## src/cbt_pkg.sv

```systemverilog
// Package for the CAN bit-timing block: register map, fields, resets, types.
// Assumes a classic Wishbone slave with 32-bit data on one 20 MHz clock.
package cbt_pkg;
  localparam int unsigned CBT_ADR_LSB = 2;
  localparam logic [5:0] CBT_IDX_CTL = 6'h00;
  localparam logic [5:0] CBT_IDX_PRE = 6'h02;
  localparam logic [5:0] CBT_IDX_SEG = 6'h03;
  localparam logic [5:0] CBT_IDX_FLG = 6'h04;
  localparam logic [5:0] CBT_IDX_RIER = 6'h05;
  localparam logic [5:0] CBT_IDX_EV = 6'h06;
  localparam logic [5:0] CBT_IDX_EVM = 6'h07;
  localparam int unsigned CBT_CTL_RQ_BIT = 0;
  localparam int unsigned CBT_CTL_AK_BIT = 1;
  localparam int unsigned CBT_CTL_CLK_BIT = 2;
  localparam int unsigned CBT_JW_LSB = 6;
  localparam int unsigned CBT_PRE_LSB = 0;
  localparam int unsigned CBT_TRIPLE_BIT = 7;
  localparam int unsigned CBT_SEG2_LSB = 4;
  localparam int unsigned CBT_SEG1_LSB = 0;
  localparam int unsigned CBT_WAKE_BIT = 7;
  localparam int unsigned CBT_STAT_BIT = 6;
  localparam int unsigned CBT_RECEIVER_STATE_LSB = 4;
  localparam int unsigned CBT_TRANSMITTER_STATE_LSB = 2;
  localparam int unsigned CBT_OVR_BIT = 1;
  localparam int unsigned CBT_RXF_BIT = 0;
  localparam logic [7:0] CBT_CTL_RST = 8'h01;
  localparam logic [7:0] CBT_PRE_RST = 8'h00;
  localparam logic [7:0] CBT_SEG_RST = 8'h00;
  localparam logic [3:0] CBT_FLG_RST = 4'h0;
  localparam logic [3:0] CBT_RIER_RST = 4'h0;
  localparam logic [1:0] CBT_EVM_RST = 2'h0;

  typedef enum logic [1:0] {CBT_SYNC, CBT_SEG1, CBT_SEG2} cbt_phase_t;

  typedef struct packed {
    logic cyc;
    logic stb;
    logic we;
    logic [7:0] adr;
    logic [3:0] sel;
    logic [31:0] dat;
  } cbt_wb_req_t;

  typedef struct packed {
    logic ack;
    logic [31:0] dat;
  } cbt_wb_rsp_t;
endpackage

```

## src/cbt_bit_sampler.sv

```systemverilog
// Bit sampler: single sample or majority of the last three quanta.
// Assumes rx_i is synchronous and sample_en_i coincides with a tq enable.
`timescale 1ns/10ps
`default_nettype none
module cbt_bit_sampler (
  input wire logic clk_i,
  input wire logic rst_i,
  input wire logic tq_en_i,
  input wire logic sample_en_i,
  input wire logic triple_i,
  input wire logic rx_i,
  output logic rx_bit_o,
  output logic rx_bit_valid_o
);
  import cbt_pkg::*;

  typedef struct packed {
    logic [1:0] hist;
    logic bitv;
    logic valid;
  } cbt_smp_st_t;

  cbt_smp_st_t s_q, s_d;

  always_comb begin
    s_d = s_q;
    s_d.valid = 1'b0;
    if (tq_en_i) begin
      s_d.hist = {s_q.hist[0], rx_i};
    end
    if (sample_en_i) begin
      s_d.valid = 1'b1;
      if (triple_i) begin
        s_d.bitv = (s_q.hist[1] & s_q.hist[0]) | (s_q.hist[1] & rx_i)
          | (s_q.hist[0] & rx_i);
      end else begin
        s_d.bitv = rx_i;
      end
    end
  end

  always_ff @(posedge clk_i) begin
    if (rst_i) begin
      s_q <= '0;
    end else begin
      s_q <= s_d;
    end
  end

  assign rx_bit_o = s_q.bitv;
  assign rx_bit_valid_o = s_q.valid;

  property p_single;
    @(posedge clk_i) disable iff (rst_i)
    sample_en_i && !triple_i |=> rx_bit_valid_o && rx_bit_o == $past(rx_i);
  endproperty
  a_single: assert property (p_single)
    else $error("single sample does not match the line");

  property p_triple;
    @(posedge clk_i) disable iff (rst_i)
    sample_en_i && triple_i |=> rx_bit_o ==
      (($past(s_q.hist[1]) & $past(s_q.hist[0]))
      | ($past(s_q.hist[1]) & $past(rx_i))
      | ($past(s_q.hist[0]) & $past(rx_i)));
  endproperty
  a_triple: assert property (p_triple)
    else $error("majority of three samples is wrong");
endmodule
`default_nettype wire

```

## src/cbt_bit_timing.sv

```systemverilog
// Top of the CAN bit-timing block: Wishbone registers, bit phase machine.
// Assumes synchronous inputs, one clock and a master that keeps
// cyc/stb until ack.
//
// The Wishbone register port was decided locally.
`timescale 1ns/10ps
`default_nettype none
module cbt_bit_timing (
  input wire logic clk_i,
  input wire logic rst_i,
  input wire cbt_pkg::cbt_wb_req_t wb_i,
  output var cbt_pkg::cbt_wb_rsp_t wb_o,
  input wire logic osc_en_i,
  input wire logic rx_i,
  input wire logic [3:0] flag_set_i,
  input wire logic [3:0] flag_cond_i,
  input wire logic [1:0] receiver_state_i,
  input wire logic [1:0] transmitter_state_i,
  output logic tq_en_o,
  output logic bit_start_o,
  output logic sample_point_o,
  output logic rx_bit_o,
  output logic rx_bit_valid_o,
  output logic init_mode_o,
  output logic irq_o
);
  import cbt_pkg::*;

  typedef struct packed {
    logic ack;
    logic [31:0] rdat;
    logic [7:0] pre;
    logic [7:0] seg;
    logic [3:0] flg;
    logic [3:0] rier;
    logic [1:0] ev;
    logic [1:0] evm;
    logic rq;
    logic ak;
    logic clksel;
    cbt_phase_t ph;
    logic [4:0] cnt;
    logic [4:0] len1;
    logic [3:0] len2;
    logic synced;
    logic rx_prev;
    logic bstart;
    logic spt;
    logic [5:0] hq;
  } cbt_core_st_t;

  localparam cbt_core_st_t CORE_RST = '{
    pre: CBT_PRE_RST,
    seg: CBT_SEG_RST,
    flg: CBT_FLG_RST,
    rier: CBT_RIER_RST,
    evm: CBT_EVM_RST,
    rq: CBT_CTL_RST[CBT_CTL_RQ_BIT],
    clksel: CBT_CTL_RST[CBT_CTL_CLK_BIT],
    ph: CBT_SYNC,
    rx_prev: 1'b1,
    default: '0
  };

  cbt_core_st_t s_q, s_d;
  logic tq_en, can_en, in_init, req, wr, rd, edge_now, spt, rx_valid;
  logic [5:0] idx;
  logic [7:0] wd, rv;
  logic [3:0] clr, keep_v;
  logic [4:0] e, ext, jw, r, seg1_q, seg2_q;

  assign in_init = s_q.rq & s_q.ak;
  assign can_en = s_q.clksel | osc_en_i;
  assign req = wb_i.cyc & wb_i.stb & ~s_q.ack;
  assign wr = req & wb_i.we & wb_i.sel[0];
  assign rd = req & ~wb_i.we;
  assign idx = wb_i.adr[CBT_ADR_LSB +: 6];
  assign wd = wb_i.dat[7:0];
  assign jw = 5'(s_q.pre[CBT_JW_LSB +: 2]) + 5'h01;
  assign seg1_q = 5'(s_q.seg[CBT_SEG1_LSB +: 4]) + 5'h01;
  assign seg2_q = 5'(s_q.seg[CBT_SEG2_LSB +: 3]) + 5'h01;
  assign edge_now = tq_en & s_q.rx_prev & ~rx_i;
  assign keep_v = s_q.flg & ~clr & {4{~in_init}};

  cbt_tq_prescaler #(
    .DIV_W(6)
  ) u_prescaler (
    .clk_i(clk_i),
    .rst_i(rst_i),
    .can_en_i(can_en),
    .hold_i(in_init),
    .div_i(s_q.pre[CBT_PRE_LSB +: 6]),
    .tq_en_o(tq_en)
  );

  cbt_bit_sampler u_sampler (
    .clk_i(clk_i),
    .rst_i(rst_i),
    .tq_en_i(tq_en),
    .sample_en_i(spt),
    .triple_i(s_q.seg[CBT_TRIPLE_BIT]),
    .rx_i(rx_i),
    .rx_bit_o(rx_bit_o),
    .rx_bit_valid_o(rx_valid)
  );

  // Read view of the register map; the state fields mirror live inputs.
  always_comb begin
    rv = 8'h00;
    case (idx)
      CBT_IDX_CTL: begin
        rv[CBT_CTL_RQ_BIT] = s_q.rq;
        rv[CBT_CTL_AK_BIT] = s_q.ak;
        rv[CBT_CTL_CLK_BIT] = s_q.clksel;
      end
      CBT_IDX_PRE: rv = s_q.pre;
      CBT_IDX_SEG: rv = s_q.seg;
      CBT_IDX_FLG: begin
        rv[CBT_WAKE_BIT] = s_q.flg[3];
        rv[CBT_STAT_BIT] = s_q.flg[2];
        rv[CBT_RECEIVER_STATE_LSB +: 2] = receiver_state_i;
        rv[CBT_TRANSMITTER_STATE_LSB +: 2] = transmitter_state_i;
        rv[CBT_OVR_BIT] = s_q.flg[1];
        rv[CBT_RXF_BIT] = s_q.flg[0];
      end
      CBT_IDX_RIER: begin
        rv[CBT_WAKE_BIT] = s_q.rier[3];
        rv[CBT_STAT_BIT] = s_q.rier[2];
        rv[CBT_OVR_BIT] = s_q.rier[1];
        rv[CBT_RXF_BIT] = s_q.rier[0];
      end
      CBT_IDX_EV: rv = {6'h00, s_q.ev};
      CBT_IDX_EVM: rv = {6'h00, s_q.evm};
      default: rv = 8'h00;
    endcase
  end

  always_comb begin
    s_d = s_q;
    s_d.ack = req;
    s_d.bstart = 1'b0;
    s_d.spt = 1'b0;
    s_d.ak = s_q.rq;
    clr = 4'h0;
    e = 5'h00;
    ext = 5'h00;
    r = 5'h00;
    spt = 1'b0;
    if (req) begin
      s_d.rdat = {24'h000000, rv};
    end
    if (rd && idx == CBT_IDX_EV) begin
      s_d.ev = 2'h0;
    end
    if (wr) begin
      case (idx)
        CBT_IDX_CTL: begin
          s_d.rq = wd[CBT_CTL_RQ_BIT];
          if (in_init) begin
            s_d.clksel = wd[CBT_CTL_CLK_BIT];
          end
        end
        CBT_IDX_PRE: begin
          if (in_init) begin
            s_d.pre = wd;
          end
        end
        CBT_IDX_SEG: begin
          if (in_init) begin
            s_d.seg = wd;
          end
        end
        CBT_IDX_FLG: begin
          // A one clears only once the flag's cause has gone away.
          if (!in_init) begin
            clr = {wd[CBT_WAKE_BIT], wd[CBT_STAT_BIT], wd[CBT_OVR_BIT],
              wd[CBT_RXF_BIT]} & ~flag_cond_i;
          end
        end
        CBT_IDX_RIER: begin
          s_d.rier = {wd[CBT_WAKE_BIT], wd[CBT_STAT_BIT], wd[CBT_OVR_BIT],
            wd[CBT_RXF_BIT]};
        end
        CBT_IDX_EVM: s_d.evm = wd[1:0];
        default: ;
      endcase
    end
    if (in_init) begin
      s_d.flg = CBT_FLG_RST;
    end else begin
      s_d.flg = (s_q.flg & ~clr) | flag_set_i;
    end
    if (rx_valid) begin
      s_d.ev[0] = 1'b1;
    end
    // The phase machine is held in CBT_SYNC with its counters cleared while the timing is being configured.
    if (in_init) begin
      s_d.ph = CBT_SYNC;
      s_d.cnt = 5'h00;
      s_d.synced = 1'b0;
      s_d.rx_prev = 1'b1;
      s_d.hq = 6'h00;
    end else if (tq_en) begin
      s_d.rx_prev = rx_i;
      e = s_q.cnt + 5'h01;
      case (s_q.ph)
        CBT_SYNC: begin
          s_d.ph = CBT_SEG1;
          s_d.cnt = 5'h00;
          s_d.len1 = seg1_q;
          s_d.len2 = seg2_q[3:0];
          s_d.synced = 1'b0;
        end
        CBT_SEG1: begin
          s_d.cnt = e;
          if (edge_now && !s_q.synced) begin
            ext = (e < jw) ? e : jw;
            s_d.len1 = s_q.len1 + ext;
            s_d.synced = 1'b1;
            s_d.ev[1] = 1'b1;
          end
          if (e >= s_d.len1) begin
            spt = 1'b1;
            s_d.spt = 1'b1;
            s_d.ph = CBT_SEG2;
            s_d.cnt = 5'h00;
          end
        end
        CBT_SEG2: begin
          s_d.cnt = e;
          r = 5'(s_q.len2) - e;
          if (edge_now && !s_q.synced) begin
            s_d.ev[1] = 1'b1;
            // An early edge within the jump width starts the next bit.
            if (r <= jw) begin
              s_d.ph = CBT_SEG1;
              s_d.cnt = 5'h00;
              s_d.len1 = seg1_q;
              s_d.len2 = seg2_q[3:0];
              s_d.synced = 1'b0;
              s_d.bstart = 1'b1;
            end else begin
              s_d.len2 = s_q.len2 - jw[3:0];
              s_d.synced = 1'b1;
            end
          end else if (e >= 5'(s_q.len2)) begin
            s_d.ph = CBT_SYNC;
            s_d.cnt = 5'h00;
            s_d.bstart = 1'b1;
          end
        end
        default: begin
          s_d.ph = CBT_SYNC;
          s_d.cnt = 5'h00;
        end
      endcase
      // An early start in segment two counts the edge quantum as sync.
      s_d.hq = !s_d.bstart ? s_q.hq + 6'h01
        : (s_d.ph == CBT_SYNC) ? 6'h00 : 6'h01;
    end
  end

  always_ff @(posedge clk_i) begin
    if (rst_i) begin
      s_q <= CORE_RST;
    end else begin
      s_q <= s_d;
    end
  end

  assign wb_o.ack = s_q.ack;
  assign wb_o.dat = s_q.rdat;
  assign tq_en_o = tq_en;
  assign bit_start_o = s_q.bstart;
  assign sample_point_o = s_q.spt;
  assign rx_bit_valid_o = rx_valid;
  assign init_mode_o = in_init;
  assign irq_o = |(s_q.ev & s_q.evm) | |(s_q.flg & s_q.rier);

  property p_btr_locked;
    @(posedge clk_i) disable iff (rst_i)
    wr && !in_init && (idx == CBT_IDX_PRE || idx == CBT_IDX_SEG)
      |=> s_q.pre == $past(s_q.pre) && s_q.seg == $past(s_q.seg);
  endproperty
  a_btr_locked: assert property (p_btr_locked)
    else $error("timing register changed outside init mode");

  property p_jw_limit;
    @(posedge clk_i) disable iff (rst_i)
    s_q.ph == CBT_SEG1 |-> s_q.len1 <= seg1_q + jw;
  endproperty
  a_jw_limit: assert property (p_jw_limit)
    else $error("segment one stretched beyond the jump width");

  property p_sample_pos;
    @(posedge clk_i) disable iff (rst_i)
    spt && !s_q.synced && !edge_now |-> s_q.hq == 6'(seg1_q)
      ##1 sample_point_o;
  endproperty
  a_sample_pos: assert property (p_sample_pos)
    else $error("sample point not at end of segment one");

  property p_bit_len;
    @(posedge clk_i) disable iff (rst_i)
    !in_init && tq_en && s_q.ph == CBT_SEG2 && !s_q.synced && !edge_now
      && s_q.cnt + 5'h01 >= 5'(s_q.len2)
      |-> s_q.hq == 6'(seg1_q) + 6'(seg2_q) ##1 bit_start_o;
  endproperty
  a_bit_len: assert property (p_bit_len)
    else $error("bit time differs from sync plus both segments");

  property p_flag_keep;
    @(posedge clk_i) disable iff (rst_i)
    1'b1 |=> ($past(keep_v) & ~s_q.flg) == 4'h0;
  endproperty
  a_flag_keep: assert property (p_flag_keep)
    else $error("receiver flag dropped without a valid clear");

  property p_flag_set;
    @(posedge clk_i) disable iff (rst_i)
    !in_init && |flag_set_i
      |=> (s_q.flg & $past(flag_set_i)) == $past(flag_set_i);
  endproperty
  a_flag_set: assert property (p_flag_set)
    else $error("receiver flag event lost");

  property p_init_flags;
    @(posedge clk_i) disable iff (rst_i)
    in_init |=> s_q.flg == CBT_FLG_RST;
  endproperty
  a_init_flags: assert property (p_init_flags)
    else $error("receiver flags not held during init mode");
endmodule
`default_nettype wire

```

## src/cbt_tq_prescaler.sv

```systemverilog
// Time-quantum divider: one tq enable per (code + 1) CAN clock enables.
// Assumes the CAN clock arrives as a one-cycle enable on clk_i.
`timescale 1ns/10ps
`default_nettype none
module cbt_tq_prescaler #(
  parameter int unsigned DIV_W = 6
) (
  input wire logic clk_i,
  input wire logic rst_i,
  input wire logic can_en_i,
  input wire logic hold_i,
  input wire logic [DIV_W-1:0] div_i,
  output logic tq_en_o
);
  import cbt_pkg::*;

  typedef struct packed {
    logic [DIV_W-1:0] cnt;
    logic tq;
  } cbt_pre_st_t;

  cbt_pre_st_t s_q, s_d;

  always_comb begin
    s_d = s_q;
    s_d.tq = 1'b0;
    if (hold_i) begin
      s_d.cnt = '0;
    end else if (can_en_i) begin
      // Greater-or-equal keeps the count bounded if the divisor shrinks.
      if (s_q.cnt >= div_i) begin
        s_d.cnt = '0;
        s_d.tq = 1'b1;
      end else begin
        s_d.cnt = s_q.cnt + 1'b1;
      end
    end
  end

  always_ff @(posedge clk_i) begin
    if (rst_i) begin
      s_q <= '0;
    end else begin
      s_q <= s_d;
    end
  end

  assign tq_en_o = s_q.tq;

  property p_tq_fire;
    @(posedge clk_i) disable iff (rst_i)
    !hold_i && can_en_i && s_q.cnt == div_i |=> tq_en_o;
  endproperty
  a_tq_fire: assert property (p_tq_fire)
    else $error("quantum enable missing at divider end");

  property p_tq_cause;
    @(posedge clk_i) disable iff (rst_i)
    tq_en_o |-> $past(can_en_i) && !$past(hold_i)
      && $past(s_q.cnt) >= $past(div_i);
  endproperty
  a_tq_cause: assert property (p_tq_cause)
    else $error("quantum enable without full division");
endmodule
`default_nettype wire

```

## config.mk

```make
export PLATFORM = sky130hd
export DESIGN_NAME = cbt_bit_timing
export DESIGN_NICKNAME = d
export VERILOG_FILES = /design/src/cbt_pkg.sv /design/src/cbt_bit_sampler.sv /design/src/cbt_bit_timing.sv /design/src/cbt_tq_prescaler.sv
export SDC_FILE = /design/constraint.sdc
export NUM_CORES = 1
export LEC_CHECK = 0
export ABC_AREA = 1
export BUFFER_PORTS_ARGS = -buffer_cell sky130_fd_sc_hd__buf_2
export CAP_MARGIN = 20
export CELL_PAD_IN_SITES_DETAIL_PLACEMENT = 1
export CELL_PAD_IN_SITES_GLOBAL_PLACEMENT = 1
export CORE_ASPECT_RATIO = 1.4
export CORE_MARGIN = 5
export CORE_UTILIZATION = 39
export CTS_CLUSTER_SIZE = 10
export DETAILED_ROUTE_END_ITERATION = 16
export GPL_TIMING_DRIVEN = 0
export PLACE_DENSITY_LB_ADDON = 0.12
export SKIP_CTS_REPAIR_TIMING = 1
export SLEW_MARGIN = 20
export SYNTH_ARGS = -nofsm -noshare
export SYNTH_HDL_FRONTEND = slang
export SYNTH_SLANG_ARGS = --single-unit
```

## constraint.sdc

```tcl
create_clock -name clk_i -period 5.1 [get_ports clk_i]
set_input_delay 0.51 -clock clk_i [delete_from_list [all_inputs] [get_ports clk_i]]
set_output_delay 0.51 -clock clk_i [all_outputs]
set_load 0.1 [all_outputs]
```

* Yosys cells after proc, flatten, opt, wreduce, memory -nomap -nowiden
Cells that the tools add are included.
W data, S select, Z words.
** Word-level totals
- Bits in latches :: 0
- Input port bits :: 63
- Bits in read-only memories :: 0
- Output and inout port bits :: 40
- Register bits after elaboration :: 71
- Memory bits (writable) :: 0
- Logic and storage cells :: 149
- Memories kept :: 0
** Operators by class
- Shift operators :: 0
- Order comparisons :: 5
- Reduce and logical (&&, ||, !) cells :: 24
- Equal/unequal tests :: 14
- Mux-type cells :: 45
- $add $sub $neg :: 8
- Bitwise gates (word level) :: 28
- Multiply operators :: 0
- Div/mod/pow operators :: 0
** Operators with widths (count)
- $mux W7 :: 5
- $mux W5 :: 6
- $eq A6 B3 Y1 const B :: 4
- $pmux W7 S3 :: 1
- $mux W1 :: 19
- $pmux W5 S3 :: 1
- $pmux W2 S7 :: 1
- $and A4 B4 Y4 :: 3
- $eq A6 B2 Y1 const B :: 2
- $mux W12 :: 1
- $mux W4 :: 3
- $reduce_and A4 Y1 :: 3
- $and A1 B1 Y1 :: 11
- $mux W10 :: 1
- $ne A5 B5 Y1 const B :: 2
- $pmux W3 S3 :: 1
- $reduce_and A3 Y1 :: 3
- $not A4 Y4 :: 2
- $pmux W2 S4 :: 1
- $pmux W4 S2 :: 1
- $add A6 B1 Y6 const B :: 1
- $ge A6 B6 Y1 :: 1
- $logic_not A6 Y1 :: 1
- $mux W6 :: 1
- other kinds (32) :: 49

* Longest topological paths before layout
- Depth after elaboration :: 14
- Gate-level depth with buffers :: 31
- Mapped depth without buffers :: 31

* Hierarchy
A second synthesis with hierarchy kept.
** Second synthesis, totals
- Cells, all modules :: 674
- Area total of the unflattened synthesis :: 4669.5 um2
** Modules (own cells, without submodules)
- cbt_bit_timing :: seq. area each 1201.2 um2, cells each 587, instances 1, area each 4020.1 um2
- cbt_tq_prescaler :: seq. area each 140.1 um2, cells each 64, instances 1, area each 486.7 um2
- cbt_bit_sampler :: seq. area each 80.1 um2, cells each 23, instances 1, area each 162.7 um2

* Worst setup path after synthesis
Ideal clock, no wire load.
- Path type :: flip-flop to flip-flop
- Start point :: register s_q[19] (netlist name)
- End point :: register s_q[25] (netlist name)
- Slack :: 1.057 ns
- Cell stages (with the launch flop) :: 30
- Arrival :: 3.930 ns
- Buffers on the path :: 0
- Setup time :: 0.113 ns
- Clock period less this slack :: 4.043 ns
- Required time :: 4.987 ns
- Cells stage by stage :: dfxtp_1 > ha_1 > ha_1 > inv_1 > a21oi_1 > o22ai_1 > nand2_1 > a211oi_1 > o21ai_0 > ha_1 > fa_1 > nand2_1 > inv_1 > o21a_1 > o21ai_0 > xor2_1 > inv_1 > ha_1 > nand2_1 > inv_1 > nand2_1 > inv_1 > nand2_1 > nand3_1 > inv_1 > nand3_1 > nand3_2 > nand2_1 > nand2_1 > nor2_1
** Between the ends
- Word-level cells in the longest chain between the ends :: 11
- Elaborated cells on any way between the ends :: 16
- Classes of those cells :: add/sub (3); order compare (4); eq/ne (3); mux (5); reduce/logical (1)
** Ends and longest elaborated chain
- start: declaration :: line cbt_bit_timing.sv:65 : cbt_core_st_t s_q, s_d;
- start signal: assignment :: line cbt_bit_timing.sv:265 : s_q <= CORE_RST;
- start signal: assignment :: line cbt_bit_timing.sv:267 : s_q <= s_d;
- $add A5 B1 Y5 * :: line cbt_bit_timing.sv:205 : e = s_q.cnt + 5'h01;
- $lt A5 B3 Y1 :: line cbt_bit_timing.sv:217 : ext = (e < jw) ? e : jw;
- $mux W5 :: line cbt_bit_timing.sv:217
- $add A5 B5 Y5 :: line cbt_bit_timing.sv:218 : s_d.len1 = s_q.len1 + ext;
- $mux W5 :: line cbt_bit_timing.sv:216 : if (edge_now && !s_q.synced) begin
- $mux W5 :: line cbt_bit_timing.sv:206 : case (s_q.ph)
- $mux W5 :: line cbt_bit_timing.sv:203 : end else if (tq_en) begin
- $mux W5 :: line cbt_bit_timing.sv:197 : if (in_init) begin
- $ge A5 B5 Y1 :: line cbt_bit_timing.sv:222 : if (e >= s_d.len1) begin
- $ne A4 B4 Y1 (no source line)
- $reduce_and A4 Y1 (no source line) *
Mark *: on every way between the ends. The rest lies on a longest branch, timed or not. The select of a mux whose other input is x is not followed.
A chain may end at the register's enable or synchronous reset.

* Final worst setup path
- Start point :: register s_q[55] (netlist name)
- End point :: register s_q[25] (netlist name)
** Between the ends
- Word-level cells in the longest chain between the ends :: 11
- Elaborated cells on any way between the ends :: 13
- Classes of those cells :: add/sub (2); order compare (3); eq/ne (2); mux (5); reduce/logical (1)
** Ends and longest elaborated chain
- $add A2 B1 Y3 * :: line cbt_bit_timing.sv:79 : assign jw = 5'(s_q.pre[CBT_JW_LSB +: 2]) + 5'h01;
- $lt A5 B3 Y1 :: line cbt_bit_timing.sv:217
- $mux W5 :: line cbt_bit_timing.sv:217
- $add A5 B5 Y5 :: line cbt_bit_timing.sv:218
- $mux W5 :: line cbt_bit_timing.sv:216
- $mux W5 :: line cbt_bit_timing.sv:206
- $mux W5 :: line cbt_bit_timing.sv:203
- $mux W5 :: line cbt_bit_timing.sv:197
- $ge A5 B5 Y1 :: line cbt_bit_timing.sv:222
- $ne A4 B4 Y1 (no source line)
- $reduce_and A4 Y1 (no source line) *
Marks and branches as above.

==> flow_summary_export.csv <==
group,metric,value,unit
min_path,hold_class,"input port to flip-flop",
min_path,hold_depth,3,
die,initial_utilization,40.2,%
timing,tightest_slew,0.734,ns
drt,drcViolationCount,0,
global_routing,grt_antenna_before_repair,0,
clocking,clkTransAtPathRegs,0.06,ns
critical_path,crit_path_frequent_cell,"nand2_1",
synthesis,yosys_warnings,0,
critical_path,max_stage_delay,0.41,ns
timing,fin_crit,4.66,ns
clocking,cts_tree,"yes",
final_layout,syn_to_final_growth,18.9,%
synthesis,synth_edf_count,0,
synthesis,avgSynthCellArea,6.98,µm²
place,portBuffers,48,
place,placed_cell_area,5090,µm²
final_layout,drive_gt1_share,16.7,%
power_and_ir_drop,p_int,1.10,mW
timing,fin_tns_setup,0,ns
critical_path,cp-end-kind,"flip-flop",
power_and_ir_drop,powerDensity,281,nW/µm²
power_and_ir_drop,pwr-share-comb,14.2,%
critical_path,worstSetupPathType,"flip-flop to flip-flop",
clocking,cts_buffer_depth,2,
place,place_ws,0.144,ns
global_routing,grt_max_degree,13,
synthesis,synthCells,656,
min_path,min_to,"s_q[40]$_SDFF_PP0_",
drt,first_pass_iters,4,
clocking,cts-buffers-inserted,9,
die,placeableCoreArea,11400,µm²
outcome,status,"complete, no violations",
global_routing,grt_pass1_vias,4934,
run,maxCapViolCount,0,
critical_path,ff2ff_setup_slack,0.44,ns
synthesis,synth_flop_cell,"dfxtp_1",
min_path,min_from,"flag_set_i[3]",
die,die-area,14000,µm²
synthesis,synth.distinct_cells,43,
final_layout,finish.net_count,838,
timing,period_share,91.3,%
power_and_ir_drop,seqPwrFrac,37.2,%
place,gp_routability_congestion,0.893,
global_routing,grt_pass1_wl,24200,µm
synthesis,synth_area_leaders,"dfxtp_1 31%, nand2_1 10%, ha_1 9.0%",
final_layout,diodes,0,
final_layout,fill_cells,1537,
synthesis,yosys.area.top_type_share,31.1,%
drt,wl,14700,µm
place,place_inst,872,
timing,rsz0062_at_grt,"no",
timing,fin_ws,0.443,ns
drt,ant_nets,0,
timing,maxSlewViolCount,0,
drt,vias_per_cell,5.10,
critical_path,worst_ep_arrival_time,4.89,ns
final_layout,fin_cells,888,
power_and_ir_drop,power,1.53,mW
final_layout,final_util,47.7,%
synthesis,synth_top_area_cell,"dfxtp_1",
clocking,worstSkewPairLatency,0.34,ns
timing,clock.fmax,0.215,GHz
timing,finalHoldViolCount,0,
critical_path,reg2reg_to,"s_q[25]$_SDFFE_PP0P_",
power_and_ir_drop,ir_worst_vdd,0.169,mV
critical_path,crit-reg2reg-launch,"s_q[55]$_SDFFE_PP0P_",
synthesis,synthesis.area,4580,µm²
global_routing,grt-ovfl-total,0,
critical_path,path_max_fanout,5,
die,ios,103,
timing,slew_headroom,50.9,%
place,place_hpwl,11900,µm
drt,wl_per_cell,16.6,µm
clocking,h-tree-depth,3,
power_and_ir_drop,clock_power_share,48.6,%
final_layout,fin_area,5440,µm²
die,dieWidth,102,µm
clocking,cts-root-buf,"clkbuf_16",
global_routing,track_usage,22.0,%
die,placementRows,46,
timing,setup_viol,0,
power_and_ir_drop,swShare,27.7,%
critical_path,required,5.34,ns
clocking,cts.sinks,71,
synthesis,async_reset_ff_share,0,%
die,die_y,138,µm
timing,holdWs,0.405,ns
critical_path,cp-start-kind,"flip-flop",
synthesis,seq_area_frac_synth,31.1,%
power_and_ir_drop,p_switching,0.424,mW
synthesis,ys_ff_latch,71,
critical_path,reg2regPathDepth,30,
drt,initialDrtViolationCount,151,
drt,vias,4531,
timing,finClkSkew,0.00850,ns
critical_path,critPathSlowestCell,"dfxtp_1",
power_and_ir_drop,power.leakage,2.60,nW
area by class of cell:
cell class                 count  area (µm²)  share of cell area, %
buffer                        42         289                   5.31
clock buffer                  10         239                   4.39
clock inverter                 6         108                   1.98
inverter                      99         372                   6.83
multi-input combinational    468        2590                   47.6
sequential                    71        1420                   26.1
tap                          144         180                   3.31
timing repair buffer          48         240                   4.41
sequential cells by signal, indices dropped and copies added (netlist names):
name,cells
s_q,48
wb_o,9
u_prescaler.s_q,6
u_sampler.s_q,2
bit_start_o,1
s_d,1
sample_point_o,1
u_prescaler.tq_en_o,1
u_sampler.rx_bit_o,1
u_sampler.rx_bit_valid_o,1
worst max-delay path, delay by kind of cell (launching register included):
family	cells	cell delay (ns)
buf+inv	7	0.53
compound gates	6	0.96
flops	1	0.41
simple gates	11	0.93
xor+xnor	1	0.22
fa+ha+maj	5	1.49
layer usage:
metal | global-route usage (%) | wire, µm | vias up
met5 | 0 | 0 | -
met4 | 13.2 | 815 | 0
met3 | 2.82 | 441 | 41
met2 | 41.2 | 8120 | 91
met1 | 22.2 | 5370 | 2158
li1 | - | - | 2241
placed cells by master (no fill, tap or decap), types with 5 or more instances in the layout:
cell type / n
buf_4: 35
xor2_1: 8
a21oi_1: 57
nand4_1: 8
a22oi_1: 8
ha_1: 32
inv_1: 93
clkbuf_1: 7
xnor2_1: 5
nand3_1: 29
conb_1: 25
nor2_1: 79
o21ai_0: 46
nand2_1: 122
buf_2: 48
o211ai_1: 5
inv_2: 5
dfxtp_1: 70
clkbuf_16: 9
nand3_2: 5
cells by family after synthesis:
logic type | synth area share [%]
buf+inv | 14.4
other cells | 0.0820
simple gates | 24.4
fa+ha+maj | 10.3
compound gates | 16.6
xor+xnor | 3.09
flops | 31.1
synth_stat cells, drive strengths merged (2+ instances only):
library cell	number
inv	98
nand2	128
a22oi	8
dfxtp	71
nand4	8
buf	35
o211ai	5
o21ai	48
nor3	3
fa	3
xor2	8
xnor2	6
a31oi	2
o21a	2
o221ai	2
o22ai	2
nand3	34
ha	33
a21oi	58
nor2	81
clkbuf	7
o2111ai	2
or2	2
worst max path at each step:
stage,cells after the start,endpoint,slack [ns],start
finish,30,s_q[25]$_SDFFE_PP0P_,0.44,s_q[55]$_SDFFE_PP0P_
global route,29,s_q[21]$_SDFFE_PP0P_,0.06,s_q[55]$_SDFFE_PP0P_
detailed placement,28,s_q[21]$_SDFFE_PP0P_,0.14,s_q[19]$_SDFFE_PP0P_
CTS,29,s_q[21]$_SDFFE_PP0P_,0.13,s_q[55]$_SDFFE_PP0P_
floorplan,29,s_q[25]$_SDFFE_PP0P_,1.06,s_q[19]$_SDFFE_PP0P_
global placement,26,u_sampler.rx_bit_o$_SDFFE_PP0P_,0.40,s_q[19]$_SDFFE_PP0P_
power groups by stage:
stage                     combinational [mW]  clock, mW  sequential (mW)
after CTS                              0.217      0.753            0.568
after floorplan                        0.169          0            0.581
final                                  0.218      0.742            0.568
after detailed placement               0.216          0            0.581
after global routing                   0.235      0.775            0.569
after global placement                 0.211          0            0.580
(Power assumes the default switching activity.)
